File: src/phy_mgmt_regs.vh
// Register map, field positions and reset values of the management bank.
// Included by the management register bank; definitions only.
`ifndef PHY_MGMT_REGS_VH
`define PHY_MGMT_REGS_VH

// Register addresses on the 5-bit management space
`define REG_BASIC_CONTROL      5'h00
`define REG_BASIC_STATUS       5'h01
`define REG_ID_HIGH            5'h02
`define REG_ID_LOW             5'h03
`define REG_NEG_ADVERT         5'h04
`define REG_PARTNER_ABILITY    5'h05
`define REG_NEG_EXPANSION      5'h06
`define REG_LOCAL_NEXT_PAGE    5'h07
`define REG_PARTNER_NEXT_PAGE  5'h08
`define REG_MII_CONTROL        5'h14
`define REG_RX_ERR_COUNT       5'h15
`define REG_INT_CTRL_STATUS    5'h1B
`define REG_XCVR_CONTROL_ONE   5'h1E
`define REG_XCVR_CONTROL_TWO   5'h1F

// Basic control bit positions
`define BC_SOFT_RESET          15
`define BC_LOOPBACK            14
`define BC_SPEED               13
`define BC_NEG_ENABLE          12
`define BC_POWER_DOWN          11
`define BC_ISOLATE             10
`define BC_NEG_RESTART         9
`define BC_DUPLEX              8
`define BC_COL_TEST            7
`define BC_TX_DISABLE          0

// Basic status fixed value: four-pair mode absent, capability bits set
`define BASIC_STATUS_VALUE     16'h7849

// Frame field codes
`define MDIO_OP_WRITE          2'h1
`define MDIO_OP_READ           2'h2
`define MDIO_TA_WRITE          2'h2

// Soft reset hold time in cycles
`define SOFT_RESET_CYCLES      8'h10

// Writable bits of basic control: 15..7 and 0; 6..1 stay zero
`define BC_WRITE_MASK          16'hFF81

// Basic status bit that mirrors negotiation complete
`define BS_NEG_DONE            5

// Frame bit counters: last index of each field
`define HEAD_LAST_BIT          6'h0C
`define WTURN_LAST_BIT         6'h01
`define DATA_LAST_BIT          6'h0F
`define READ_LAST_FALL         6'h10

`endif

File: src/phy_basic_control_status_regs.v
// Management register bank of a 10/100 transceiver, reached over the
// serial management pins; the management clock and data pin are sampled
// by the core clock, which must run well above the management clock.
//
// Contract
// - Writing one to the soft reset bit resets the device and the bit self-clears.
// - The loopback bit selects loopback when set and resets to zero.
// - The speed bit picks 100 Mbps when one and 10 Mbps when zero, ignored while negotiating.
// - Negotiation enable starts negotiation and its outcome overrides speed and duplex.
// - At reset speed, negotiation, isolate and inverted duplex load from straps.
// - The power-down bit selects power-down when set and resets to zero.
// - The isolate bit detaches the device from the MAC interface and the line transmitter.
// - Writing one to restart negotiation restarts it and the bit self-clears.
// - The duplex bit selects full duplex when one, half duplex when zero.
// - The collision test bit enables the collision test and resets to zero.
// - The transmitter disable bit at position zero turns the transmitter off and resets to zero.
// - Basic status bit 15 is read-only zero.
// - Basic status bit 14 is read-only one.
// - Only addresses 0-8, 14h, 15h, 1Bh, 1Eh, 1Fh exist; the rest are reserved.
// - Power-down stops all functions except the management interface.
//
// Timing notes
// Both management pins pass two flops, the clock also an edge detector, so every
// bit is seen about three core cycles after the station's clock edge.
// The core clock must therefore run at least eight times faster than
// the management clock, or read data would miss the station's sample.
// A read answer is driven from the falling edge that ends the last
// address bit: one turnaround zero, then sixteen data bits MSB first.
// Writes land at the rising edge of the last data bit; only address
// zero holds writable state, the other implemented addresses ignore writes.
// Strap pins are also pins, so they pass two flops before use; the
// flops run during reset so the levels are settled at release.
`timescale 1ns/10ps
`default_nettype none
`include "phy_mgmt_regs.vh"

module phy_basic_control_status_regs #(
  parameter [4:0] PHY_ADDRESS = 5'h01,
  parameter [15:0] ID_HIGH    = 16'h1234, // Arbitrary value
  parameter [15:0] ID_LOW     = 16'h5678  // Arbitrary value
) (
  input  wire        clock,
  input  wire        sys_rst,
  input  wire        mgmt_clock,
  input  wire        mgmt_data_in,
  output reg         mgmt_data_out,
  output reg         mgmt_data_oe,
  input  wire        speed_strap,
  input  wire        negotiation_enable_strap,
  input  wire        isolate_strap,
  input  wire        duplex_strap,
  input  wire        neg_done,
  input  wire        neg_speed_100,
  input  wire        neg_full_duplex,
  output reg         core_reset,
  output reg         loopback_mode,
  output reg         speed_100,
  output reg         full_duplex,
  output reg         neg_enable,
  output reg         neg_restart,
  output reg         power_down,
  output reg         isolate,
  output reg         col_test,
  output reg         tx_disable
);

  // Frame states
  // IDLE  : waits for the zero that opens the start field
  // HEAD  : collects start, op code, device and register address
  // TURN  : judges the head and picks a path; a read for this device waits here for the next fall
  // WTURN : skips the two turnaround bits of a write or foreign frame
  // DATA  : shifts sixteen bits in, or drives sixteen bits out
  localparam [2:0] ST_IDLE  = 3'h0;
  localparam [2:0] ST_HEAD  = 3'h1;
  localparam [2:0] ST_TURN  = 3'h2;
  localparam [2:0] ST_DATA  = 3'h3;
  localparam [2:0] ST_WTURN = 3'h4;

  // Two-stage synchronisers for the management pins
  reg  [1:0]  mdc_sync_q;
  reg  [1:0]  mdi_sync_q;
  reg         mdc_last_q;
  reg  [2:0]  state_q;
  reg  [5:0]  count_q;
  reg  [13:0] head_q;
  reg  [15:0] shift_q;
  reg  [15:0] ctrl_q;
  reg  [7:0]  rst_cnt_q;
  reg         strap_load_q;
  reg  [3:0]  strap_meta_q;
  reg  [3:0]  strap_q;
  reg         drive_q;
  reg  [15:0] read_data;
  reg         addr_known;
  wire        mdc_rise;
  wire        mdc_fall;
  wire        mdi;
  wire [1:0]  frame_op;
  wire [4:0]  frame_phy;
  wire [4:0]  frame_reg;
  wire        frame_mine;

  always @(posedge clock or posedge sys_rst) begin
    if (sys_rst) begin
      mdc_sync_q <= 2'h0;
      mdi_sync_q <= 2'h3;
      mdc_last_q <= 1'b0;
    end else begin
      mdc_sync_q <= {mdc_sync_q[0], mgmt_clock};
      mdi_sync_q <= {mdi_sync_q[0], mgmt_data_in};
      mdc_last_q <= mdc_sync_q[1];
    end
  end

  // Strap levels: speed, negotiation, isolate, duplex.
  // No reset here, so the two stages fill while reset is held and
  // the first edge after release already sees the settled levels.
  always @(posedge clock) begin
    strap_meta_q <= {speed_strap, negotiation_enable_strap, isolate_strap, duplex_strap};
    strap_q      <= strap_meta_q;
  end

  // Edges of the synchronised management clock; idle level is low
  assign mdc_rise   = mdc_sync_q[1] & ~mdc_last_q;
  assign mdc_fall   = ~mdc_sync_q[1] & mdc_last_q;
  assign mdi        = mdi_sync_q[1];
  // Head holds start, op, phy address, register address
  assign frame_op   = head_q[11:10];
  assign frame_phy  = head_q[9:5];
  assign frame_reg  = head_q[4:0];
  assign frame_mine = (frame_phy == PHY_ADDRESS);

  // Address decode; reserved addresses read zero and ignore writes.
  // Implemented registers other than control, status and the two
  // identifier words have no fields here, so they read zero as well.
  // The known flag gates writes so an unmapped address never lands.
  always @* begin
    addr_known = 1'b1;
    read_data  = 16'h0000;
    case (frame_reg)
      `REG_BASIC_CONTROL:     read_data = ctrl_q;
      `REG_BASIC_STATUS:      read_data = `BASIC_STATUS_VALUE
                                          | ({15'h0000, neg_done} << `BS_NEG_DONE);
      `REG_ID_HIGH:           read_data = ID_HIGH;
      `REG_ID_LOW:            read_data = ID_LOW;
      `REG_NEG_ADVERT,
      `REG_PARTNER_ABILITY,
      `REG_NEG_EXPANSION,
      `REG_LOCAL_NEXT_PAGE,
      `REG_PARTNER_NEXT_PAGE,
      `REG_MII_CONTROL,
      `REG_RX_ERR_COUNT,
      `REG_INT_CTRL_STATUS,
      `REG_XCVR_CONTROL_ONE,
      `REG_XCVR_CONTROL_TWO:  read_data = 16'h0000;
      default:                addr_known = 1'b0;
    endcase
  end

  // Frame engine; samples on rising management clock, drives after falling.
  // Kept alive in power-down so the bit can be cleared again.
  always @(posedge clock or posedge sys_rst) begin
    if (sys_rst) begin
      state_q <= ST_IDLE;
      count_q <= 6'h00;
      head_q  <= 14'h0000;
      shift_q <= 16'h0000;
      drive_q <= 1'b0;
    end else begin
      case (state_q)
        ST_IDLE: begin
          drive_q <= 1'b0;
          // Preamble ones then a zero begins the start field
          if (mdc_rise && !mdi) begin
            head_q  <= 14'h0000;
            count_q <= 6'h00;
            state_q <= ST_HEAD;
          end
        end
        ST_HEAD: if (mdc_rise) begin
          head_q  <= {head_q[12:0], mdi};
          count_q <= count_q + 6'h01;
          // Thirteen more bits after the first start bit
          if (count_q == `HEAD_LAST_BIT) begin
            count_q <= 6'h00;
            state_q <= ST_TURN;
          end
        end
        ST_TURN: begin
          // Start must be 01, else drop the frame
          if (head_q[12] != 1'b1) begin
            state_q <= ST_IDLE;
          end else if (frame_op == `MDIO_OP_READ && frame_mine) begin
            if (mdc_fall) begin
              shift_q <= read_data;
              state_q <= ST_DATA;
              count_q <= 6'h00;
              drive_q <= 1'b1; // Turnaround zero bit driven first
            end
          end else if (frame_op == `MDIO_OP_WRITE) begin
            state_q <= ST_WTURN;
          end else begin
            state_q <= ST_WTURN;
          end
        end
        ST_WTURN: if (mdc_rise) begin
          count_q <= count_q + 6'h01;
          // Two turnaround bits, then data
          if (count_q == `WTURN_LAST_BIT) begin
            count_q <= 6'h00;
            state_q <= ST_DATA;
          end
        end
        ST_DATA: begin
          // Read: the first fall after turnaround only exposes bit 15,
          // later falls move the next bit up; the pin is released at
          // the seventeenth fall so the station regains the line.
          if (drive_q && mdc_fall && count_q != 6'h00) begin
            shift_q <= {shift_q[14:0], 1'b0};
          end
          if (mdc_fall && drive_q) begin
            count_q <= count_q + 6'h01;
            if (count_q == `READ_LAST_FALL) begin
              drive_q <= 1'b0;
              state_q <= ST_IDLE;
            end
          end
          // Write or foreign frame: sample on each rise, MSB first
          if (mdc_rise && !drive_q) begin
            shift_q <= {shift_q[14:0], mdi};
            count_q <= count_q + 6'h01;
            if (count_q == `DATA_LAST_BIT) begin
              state_q <= ST_IDLE;
            end
          end
        end
        default: state_q <= ST_IDLE;
      endcase
    end
  end

  // Write strobe at the rise of the last data bit. The last bit is
  // taken straight from the pin stage so the word is whole this cycle;
  // frames for another device or an unmapped address never strobe.
  wire write_done = (state_q == ST_DATA) && !drive_q && mdc_rise
                    && (count_q == `DATA_LAST_BIT) && addr_known
                    && frame_mine && (frame_op == `MDIO_OP_WRITE);
  wire [15:0] wdata = {shift_q[14:0], mdi};

  // Control register; strap values caught one cycle after reset release.
  // A soft reset holds the core for a fixed count, then reloads the
  // straps as a power-up would; the bit itself never reads back one.
  // Restart is a one-cycle pulse: the bit is cleared on the next cycle
  // unless a new write sets it again, in which case the write wins.
  always @(posedge clock or posedge sys_rst) begin
    if (sys_rst) begin
      ctrl_q       <= 16'h0000;
      strap_load_q <= 1'b1;
      rst_cnt_q    <= 8'h00;
    end else if (strap_load_q || rst_cnt_q == 8'h01) begin
      strap_load_q            <= 1'b0;
      rst_cnt_q               <= 8'h00;
      ctrl_q                  <= 16'h0000;
      ctrl_q[`BC_SPEED]       <= strap_q[3];
      ctrl_q[`BC_NEG_ENABLE]  <= strap_q[2];
      ctrl_q[`BC_ISOLATE]     <= strap_q[1];
      ctrl_q[`BC_DUPLEX]      <= ~strap_q[0];
    end else begin
      if (rst_cnt_q != 8'h00) begin
        rst_cnt_q <= rst_cnt_q - 8'h01;
      end
      // Restart pulse lasts one cycle then clears
      ctrl_q[`BC_NEG_RESTART] <= 1'b0;
      if (write_done && frame_reg == `REG_BASIC_CONTROL) begin
        ctrl_q <= wdata & `BC_WRITE_MASK;
        ctrl_q[`BC_SOFT_RESET] <= 1'b0;
        if (wdata[`BC_SOFT_RESET]) begin
          rst_cnt_q <= `SOFT_RESET_CYCLES;
        end
      end
    end
  end

  // Registered outputs toward the core and the data pin.
  // Every output comes from a flop so the core sees clean levels.
  // Power-down is carried out by holding the core in reset; the frame
  // engine and this register stay clocked so the bit can be cleared.
  // Isolate also forces the transmitter off, which detaches the line.
  // The pin value is masked during turnaround so it starts low.
  always @(posedge clock or posedge sys_rst) begin
    if (sys_rst) begin
      core_reset    <= 1'b1;
      loopback_mode <= 1'b0;
      speed_100     <= 1'b0;
      full_duplex   <= 1'b0;
      neg_enable    <= 1'b0;
      neg_restart   <= 1'b0;
      power_down    <= 1'b0;
      isolate       <= 1'b0;
      col_test      <= 1'b0;
      tx_disable    <= 1'b0;
      mgmt_data_out <= 1'b0;
      mgmt_data_oe  <= 1'b0;
    end else begin
      core_reset    <= (rst_cnt_q != 8'h00) | ctrl_q[`BC_POWER_DOWN];
      loopback_mode <= ctrl_q[`BC_LOOPBACK];
      // Negotiated result overrides manual speed and duplex
      speed_100     <= ctrl_q[`BC_NEG_ENABLE] ? neg_speed_100 : ctrl_q[`BC_SPEED];
      full_duplex   <= ctrl_q[`BC_NEG_ENABLE] ? neg_full_duplex
                                               : ctrl_q[`BC_DUPLEX];
      neg_enable    <= ctrl_q[`BC_NEG_ENABLE];
      neg_restart   <= ctrl_q[`BC_NEG_RESTART];
      power_down    <= ctrl_q[`BC_POWER_DOWN];
      isolate       <= ctrl_q[`BC_ISOLATE];
      col_test      <= ctrl_q[`BC_COL_TEST];
      tx_disable    <= ctrl_q[`BC_TX_DISABLE] | ctrl_q[`BC_ISOLATE];
      mgmt_data_out <= shift_q[15] & (count_q != 6'h00);
      mgmt_data_oe  <= drive_q;
    end
  end

endmodule // phy_basic_control_status_regs
`default_nettype wire

File: config.mk
export PLATFORM = sky130hd
export DESIGN_NAME = phy_basic_control_status_regs
export DESIGN_NICKNAME = d
export VERILOG_FILES = /design/src/phy_basic_control_status_regs.v
export VERILOG_INCLUDE_DIRS = /design/src
export SDC_FILE = /design/constraint.sdc
export NUM_CORES = 1
export LEC_CHECK = 0
export ABC_AREA = 1
export CAP_MARGIN = 20
export CORE_MARGIN = 10
export CORE_UTILIZATION = 60
export CTS_CLUSTER_DIAMETER = 50
export DETAILED_ROUTE_END_ITERATION = 8
export DONT_BUFFER_PORTS = 1
export PLACE_DENSITY = 0.73
export SKIP_CTS_REPAIR_TIMING = 1
export SYNTH_ARGS = -nofsm -noshare
export SYNTH_HDL_FRONTEND = slang
export SYNTH_SLANG_ARGS = --single-unit
File: constraint.sdc
create_clock -name clock -period 4.9 [get_ports clock]
set_input_delay 0.735 -clock clock [delete_from_list [all_inputs] [get_ports clock]]
set_output_delay 0.735 -clock clock [all_outputs]
set_load 0.05 [all_outputs]
Word-level counts from Yosys, hierarchy flattened
Index checks and enable logic that the tools add are counted.
Storage, ports and cells
  output and inout port bits: 12
  bits in writable memories: 0
  ROM bits: 0
  bits in latches: 0
  input bits: 11
  register bits: 89
  logic and storage cells: 153
  memories: 0
Cells by class
  multipliers: 0
  bitwise logic cells: 8
  eq/ne operators: 38
  magnitude comparators: 0
  reductions and logical operators: 30
  $add $sub $neg: 2
  mux-type cells: 49
  divide/modulo/power cells: 0
  shifts and indexed selects: 0
Operator list (number)
  16-bit two-way mux: 7
  16-bit case mux with 4 select lines: 1
  6-bit two-way mux: 10
  3-bit two-way mux: 12
  8-bit two-way mux: 4
  16-bit case mux with 2 select lines: 1
  6-bit case mux with 5 select lines: 1
  13-bit two-way mux: 2
  13-bit case mux with 2 select lines: 1
  5-bit equality test (second input constant): 5
  5-bit by 3-bit equality test with 1-bit output (second input constant): 4
  2-bit != test (second input constant): 10
  3-bit case mux with 5 select lines: 1
  14-bit OR reduction: 1
  6-bit by 4-bit equality test with 1-bit output (second input constant): 2
  1-bit logical AND: 12
  6-bit AND reduction: 2
  5-bit by 1-bit equality test with 1-bit output (second input constant): 2
  5-bit by 2-bit equality test with 1-bit output (second input constant): 2
  8-bit by 1-bit equality test with 1-bit output (second input constant): 1
  1-bit two-way mux: 8
  8-bit AND reduction: 1
  8-bit nonzero test: 1
  8-bit by 1-bit subtractor with 8-bit output (second input constant): 1
  25 further kinds: 35

Depth between registers and ports, before layout
  depth after elaboration: 10
  gate-level depth with buffers: 11
  depth with buffers taken out: 10

Worst setup path after synthesis
No wires, ideal clock.
  kind: register to register
  from: register count_q[0]
  to: register shift_q[14]
  arrival: 1420 ps
  buffers on the path: 1
  slack: 3364 ps
  library setup time: 117 ps
  data required time: 4783 ps
  period minus slack after synthesis: 1536 ps
  cell stages (with the launch flop): 10
  path through: dfrtp_1 -> inv_1 -> ha_1 -> nand3_1 -> nor2_2 -> nor2_4 -> nand2_4 -> buf_6 -> nand2_1 -> nand2_1
On the way
  longest elaborated chain between the ends: 4
RTL lines
  start, declared: line phy_basic_control_status_regs.v:84  | reg [5:0] count_q;
  start signal, assigned: line phy_basic_control_status_regs.v:182  | count_q <= count_q + 6'h01;
  start signal, assigned: line phy_basic_control_status_regs.v:207  | count_q <= count_q + 6'h01;
  start signal, assigned: line phy_basic_control_status_regs.v:222  | count_q <= count_q + 6'h01;
  6-bit nonzero test: line phy_basic_control_status_regs.v:218  | if (drive_q && mdc_fall && count_q != 6'h00) begin
  1-bit logical AND: line phy_basic_control_status_regs.v:218
  3-bit != test (no line)
  5-bit AND reduction (no line)
  end signal, assigned: line phy_basic_control_status_regs.v:195  | shift_q <= read_data;
  end signal, assigned: line phy_basic_control_status_regs.v:219  | shift_q <= {shift_q[14:0], 1'b0};
  end signal, assigned: line phy_basic_control_status_regs.v:230  | shift_q <= {shift_q[14:0], mdi};
  end, declared: line phy_basic_control_status_regs.v:86  | reg [15:0] shift_q;
No other way between the ends.
A chain may end at the register's enable or synchronous reset.

Final worst setup path
  from: register state_q[2]
  to: register head_q[2]
On the way
  longest elaborated chain between the ends: 3
  elaborated cells on any way between the ends: 7
  those cells by class: 3 x eq/ne; 1 x mux; 3 x reduce/logical
RTL lines
  start, declared: line phy_basic_control_status_regs.v:83  | reg [2:0] state_q;
  start signal, assigned: line phy_basic_control_status_regs.v:164  | state_q <= ST_IDLE;
  start signal, assigned: line phy_basic_control_status_regs.v:177  | state_q <= ST_HEAD;
  start signal, assigned: line phy_basic_control_status_regs.v:186  | state_q <= ST_TURN;
  3-bit by 1-bit equality test with 1-bit output / 3-bit logical NOT (equally long branches): line phy_basic_control_status_regs.v:170  | case (state_q)
  2-bit != test (no line) / 2-bit nonzero test (equally long branches)
  3-bit AND reduction (no line)
  end signal, assigned: line phy_basic_control_status_regs.v:181  | head_q <= {head_q[12:0], mdi};
  end, declared: line phy_basic_control_status_regs.v:85  | reg [13:0] head_q;
Parallel ways exist; a longest one is shown, timed or not.

==> run_results.csv <==
group,metric,value,unit
clock_network,root_buffer,"clkbuf_8",
yosys,synthCells,536,
route,firstDrtPassIters,5,
route,num_vias,3396,
pwr,leakagePower,2.27,nW
final_layout,fill_cells,594,
sta,fin_skew,0.0129,ns
global_routing,use_met1,23.9,%
sta,rsz0062_at_grt,"no",
sta,setup_viol,0,
sta,fin_setup_tns,0,ns
floorplanning,die_x,103,um
placement,hpwlAfterDp,6.26,mm
worst_hold_path,hp-class,"reg2reg",
worst_hold_path,hold_start,"strap_meta_q[2]$_DFF_P_",
critical_path,required,5.15,ns
global_routing,use_met3,4.83,%
sta,period_share,41.7,%
yosys,ys_types,36,
pwr,powerDensity,500,nW/um^2
clock_network,htreeDepth,3,
final_layout,antenna_cells,0,
route,dr.first_iter.drc_count,274,
yosys,ys_seq_area_share,48.9,%
critical_path,cp-start-kind,"flop",
sta,finalMaxSlewViolations,0,
yosys,postSynthAreaPerCell,7.70,sq um
floorplanning,die_area,10600,sq um
global_routing,grt_overflow,0,
critical_path,arrival,2.30,ns
critical_path,rr_startpoint,"state_q[2]$_DFFE_PP0P_",
route,wl,8.72,mm
route,drtAntennaViolNets,0,
placement,place_inst,604,
yosys,netlist_area,4130,sq um
clock_network,clk_pin_slew,0.09,ns
sta,hold_violations,0,
sta,worst_pin_slew,0.934,ns
clock_network,cts_tree,"done",
global_routing,grt_max_degree,47,
critical_path,path_class,"reg2reg",
yosys,syn_nets,552,
critical_path,worstReg2RegEnd,"head_q[2]$_DFFE_PP0P_",
final_layout,syn_to_final_growth,6.49,%
critical_path,path_buf_inv,1,
critical_path,path_cells,"inv_2 > nand3_1 > nand4_1 > o21ai_0",
run_status,outcome,"finished clean",
job,cap_viol_max_count,0,
global_routing,grt_antenna_before_repair,0,
sta,fmax,490,MHz
global_routing,grt.busiest_layer,"met2",
route,drcViolationCount,0,
sta,relSlewSlack,37.7,%
critical_path,r2r_cells,4,
critical_path,crit_fanout,25,
floorplanning,dieHeight,103,um
worst_hold_path,hold_path_depth,0,
route,vias_per_cell,5.48,
clock_network,clock_latency,0.37,ns
critical_path,r2r_slack,2.86,ns
clock_network,cts_buffers,9,
floorplanning,initial_utilization,61.1,%
floorplanning,num_io_pins,23,
global_routing,grt_use_met2,27.5,%
global_routing,grt_pass1_wl,14.9,mm
clock_network,cts_sinks,82,
global_routing,globalRouteTotalUtil,17.8,%
critical_path,critPathLaunch,"state_q[2]$_DFFE_PP0P_",
final_layout,layout-drive-gt1-share,8.89,%
final_layout,stdcell_count,620,
critical_path,cp-end-kind,"flop",
pwr,vdd_drop_max,0.264,mV
global_routing,grt_pass1_vias,3076,
floorplanning,fp.coreArea,6760,sq um
worst_hold_path,hold_end,"strap_q[2]$_DFF_P_",
final_layout,fin_nets,551,
critical_path,cp_slowest_cell,"nand4_1",
critical_path,slowest_delay,0.68,ns
route,wl_per_cell,14.1,um
floorplanning,row_count,30,
yosys,ys_ff_latch,82,
clock_network,cts_buffer_depth,2,
yosys,ys.warnings.count,0,
placement,io_buffers,0,
critical_path,crit_family,"simple AND/OR/NAND/NOR gates",
placement,gp_congestion,0.938,
sta,fin_crit,2.04,ns
==> cell usage after synthesis (all sizes together) <==
master	n	area [sq um]
o21bai	1	11.3
clkbuf	3	12.5
buf	10	61.3
o2111ai	1	8.76
nand2	194	741
mux2	2	22.5
dfstp	4	105
nand4	9	56.3
clkinv	1	3.75
xnor2	3	26.3
nor2	55	256
o211ai	1	7.51
o21ai	17	96.3
inv	47	176
dfrtp	70	1750
a21oi	7	35.0
or2	3	18.8
dfxtp	8	160
xor2	3	26.3
ha	5	62.6
nand3	86	453
conb	1	3.75
nor3	3	15.0
nand3b	2	15.0
==> cells in the final DEF, fill, tap and decap left out, types with 2 or more instances in the layout <==
cell type  count
mux2_2         2
nor3_1         3
o21ai_0       11
inv_2          4
xor2_1         3
or2_2          3
nor2_2         5
ha_1           5
inv_1         43
nand3_2        2
dfstp_2        4
nand3_1       83
nand2_2        2
o21ai_1        5
nand2_1      191
nand4_1        9
nand3b_1       2
xnor2_1        3
nor2_4         5
dfxtp_1        8
bufinv_16      2
a21oi_1        7
clkbuf_8      10
nor2_1        45
dfrtp_1       70
==> logic make-up (layout without fill, tap and decap cells) <==
kind of cell	after synthesis	count (layout)	synth area share (%)
simple gates	352	352	37.7
flops	82	82	48.9
buf+inv	61	65	6.15
compound gates	27	27	3.85
xor+xnor	6	6	1.27
fa+ha+maj	5	5	1.52
mux	2	2	0.546
other cells	1	1	0.0909
==> layout make-up <==
cell class	instances	area, sq um	area share [%]
timing repair buffer	1	7.51	0.171
inverter	48	180	4.10
tap	80	100	2.28
sequential	82	2020	45.9
multi-input combinational	393	1860	42.2
clock inverter	6	96.3	2.19
clock buffer	10	138	3.13
==> report_power, final <==
group          internal, mW  switching, mW  leakage, nW
sequential            0.776          0.135         1.04
clock                 0.307          0.260        0.115
combinational         0.209          0.511         1.12
total                  1.29          0.905         2.27
==> routing by layer <==
| layer | wire (um) | up-vias |
|---|---|---|
| met2 | 4070 | 84 |
| met4 | 110 | 0 |
| met3 | 445 | 13 |
| met1 | 4090 | 1598 |
| met5 | 0 | - |
| li1 | - | 1701 |
==> how the worst max path moves through the flow <==
stage                             end  slack [ns]  cells after the start
2_1_floorplan      col_test$_DFF_PP0_        2.29                      1
3_3_place_gp   count_q[5]$_DFFE_PP0P_        2.89                      8
3_5_place_dp   count_q[4]$_DFFE_PP0P_        2.85                      8
4_1_cts        count_q[4]$_DFFE_PP0P_        2.83                      8
5_1_grt         head_q[3]$_DFFE_PP0P_        2.50                      5
6_report        head_q[2]$_DFFE_PP0P_        2.86                      4
==> flip-flops by register name, summed over array words and instances (netlist names), 2 cells and up <==
| name | cells |
|---|---|
| shift_q | 16 |
| head_q | 13 |
| ctrl_q | 9 |
| rst_cnt_q | 8 |
| count_q | 6 |
| strap_meta_q | 4 |
| strap_q | 4 |
| state_q | 3 |
| mdc_sync_q | 2 |
| mdi_sync_q | 2 |
==> per-stage QoR <==
stage          setup WS, ns  util [%]  area [sq um]  hold slack [ns]  power [mW]
6_report               2.86      65.0          4390            0.333        2.20
5_1_grt                2.50      65.0          4390            0.337        2.36
4_1_cts                2.83      65.0          4390            0.336        2.20
3_5_place_dp           2.85      61.6          4160            0.312        1.63
3_3_place_gp           2.89      61.6          4160            0.311        1.62
2_1_floorplan          2.29         -          4130            0.310        1.49
(Power assumes the default switching activity.)
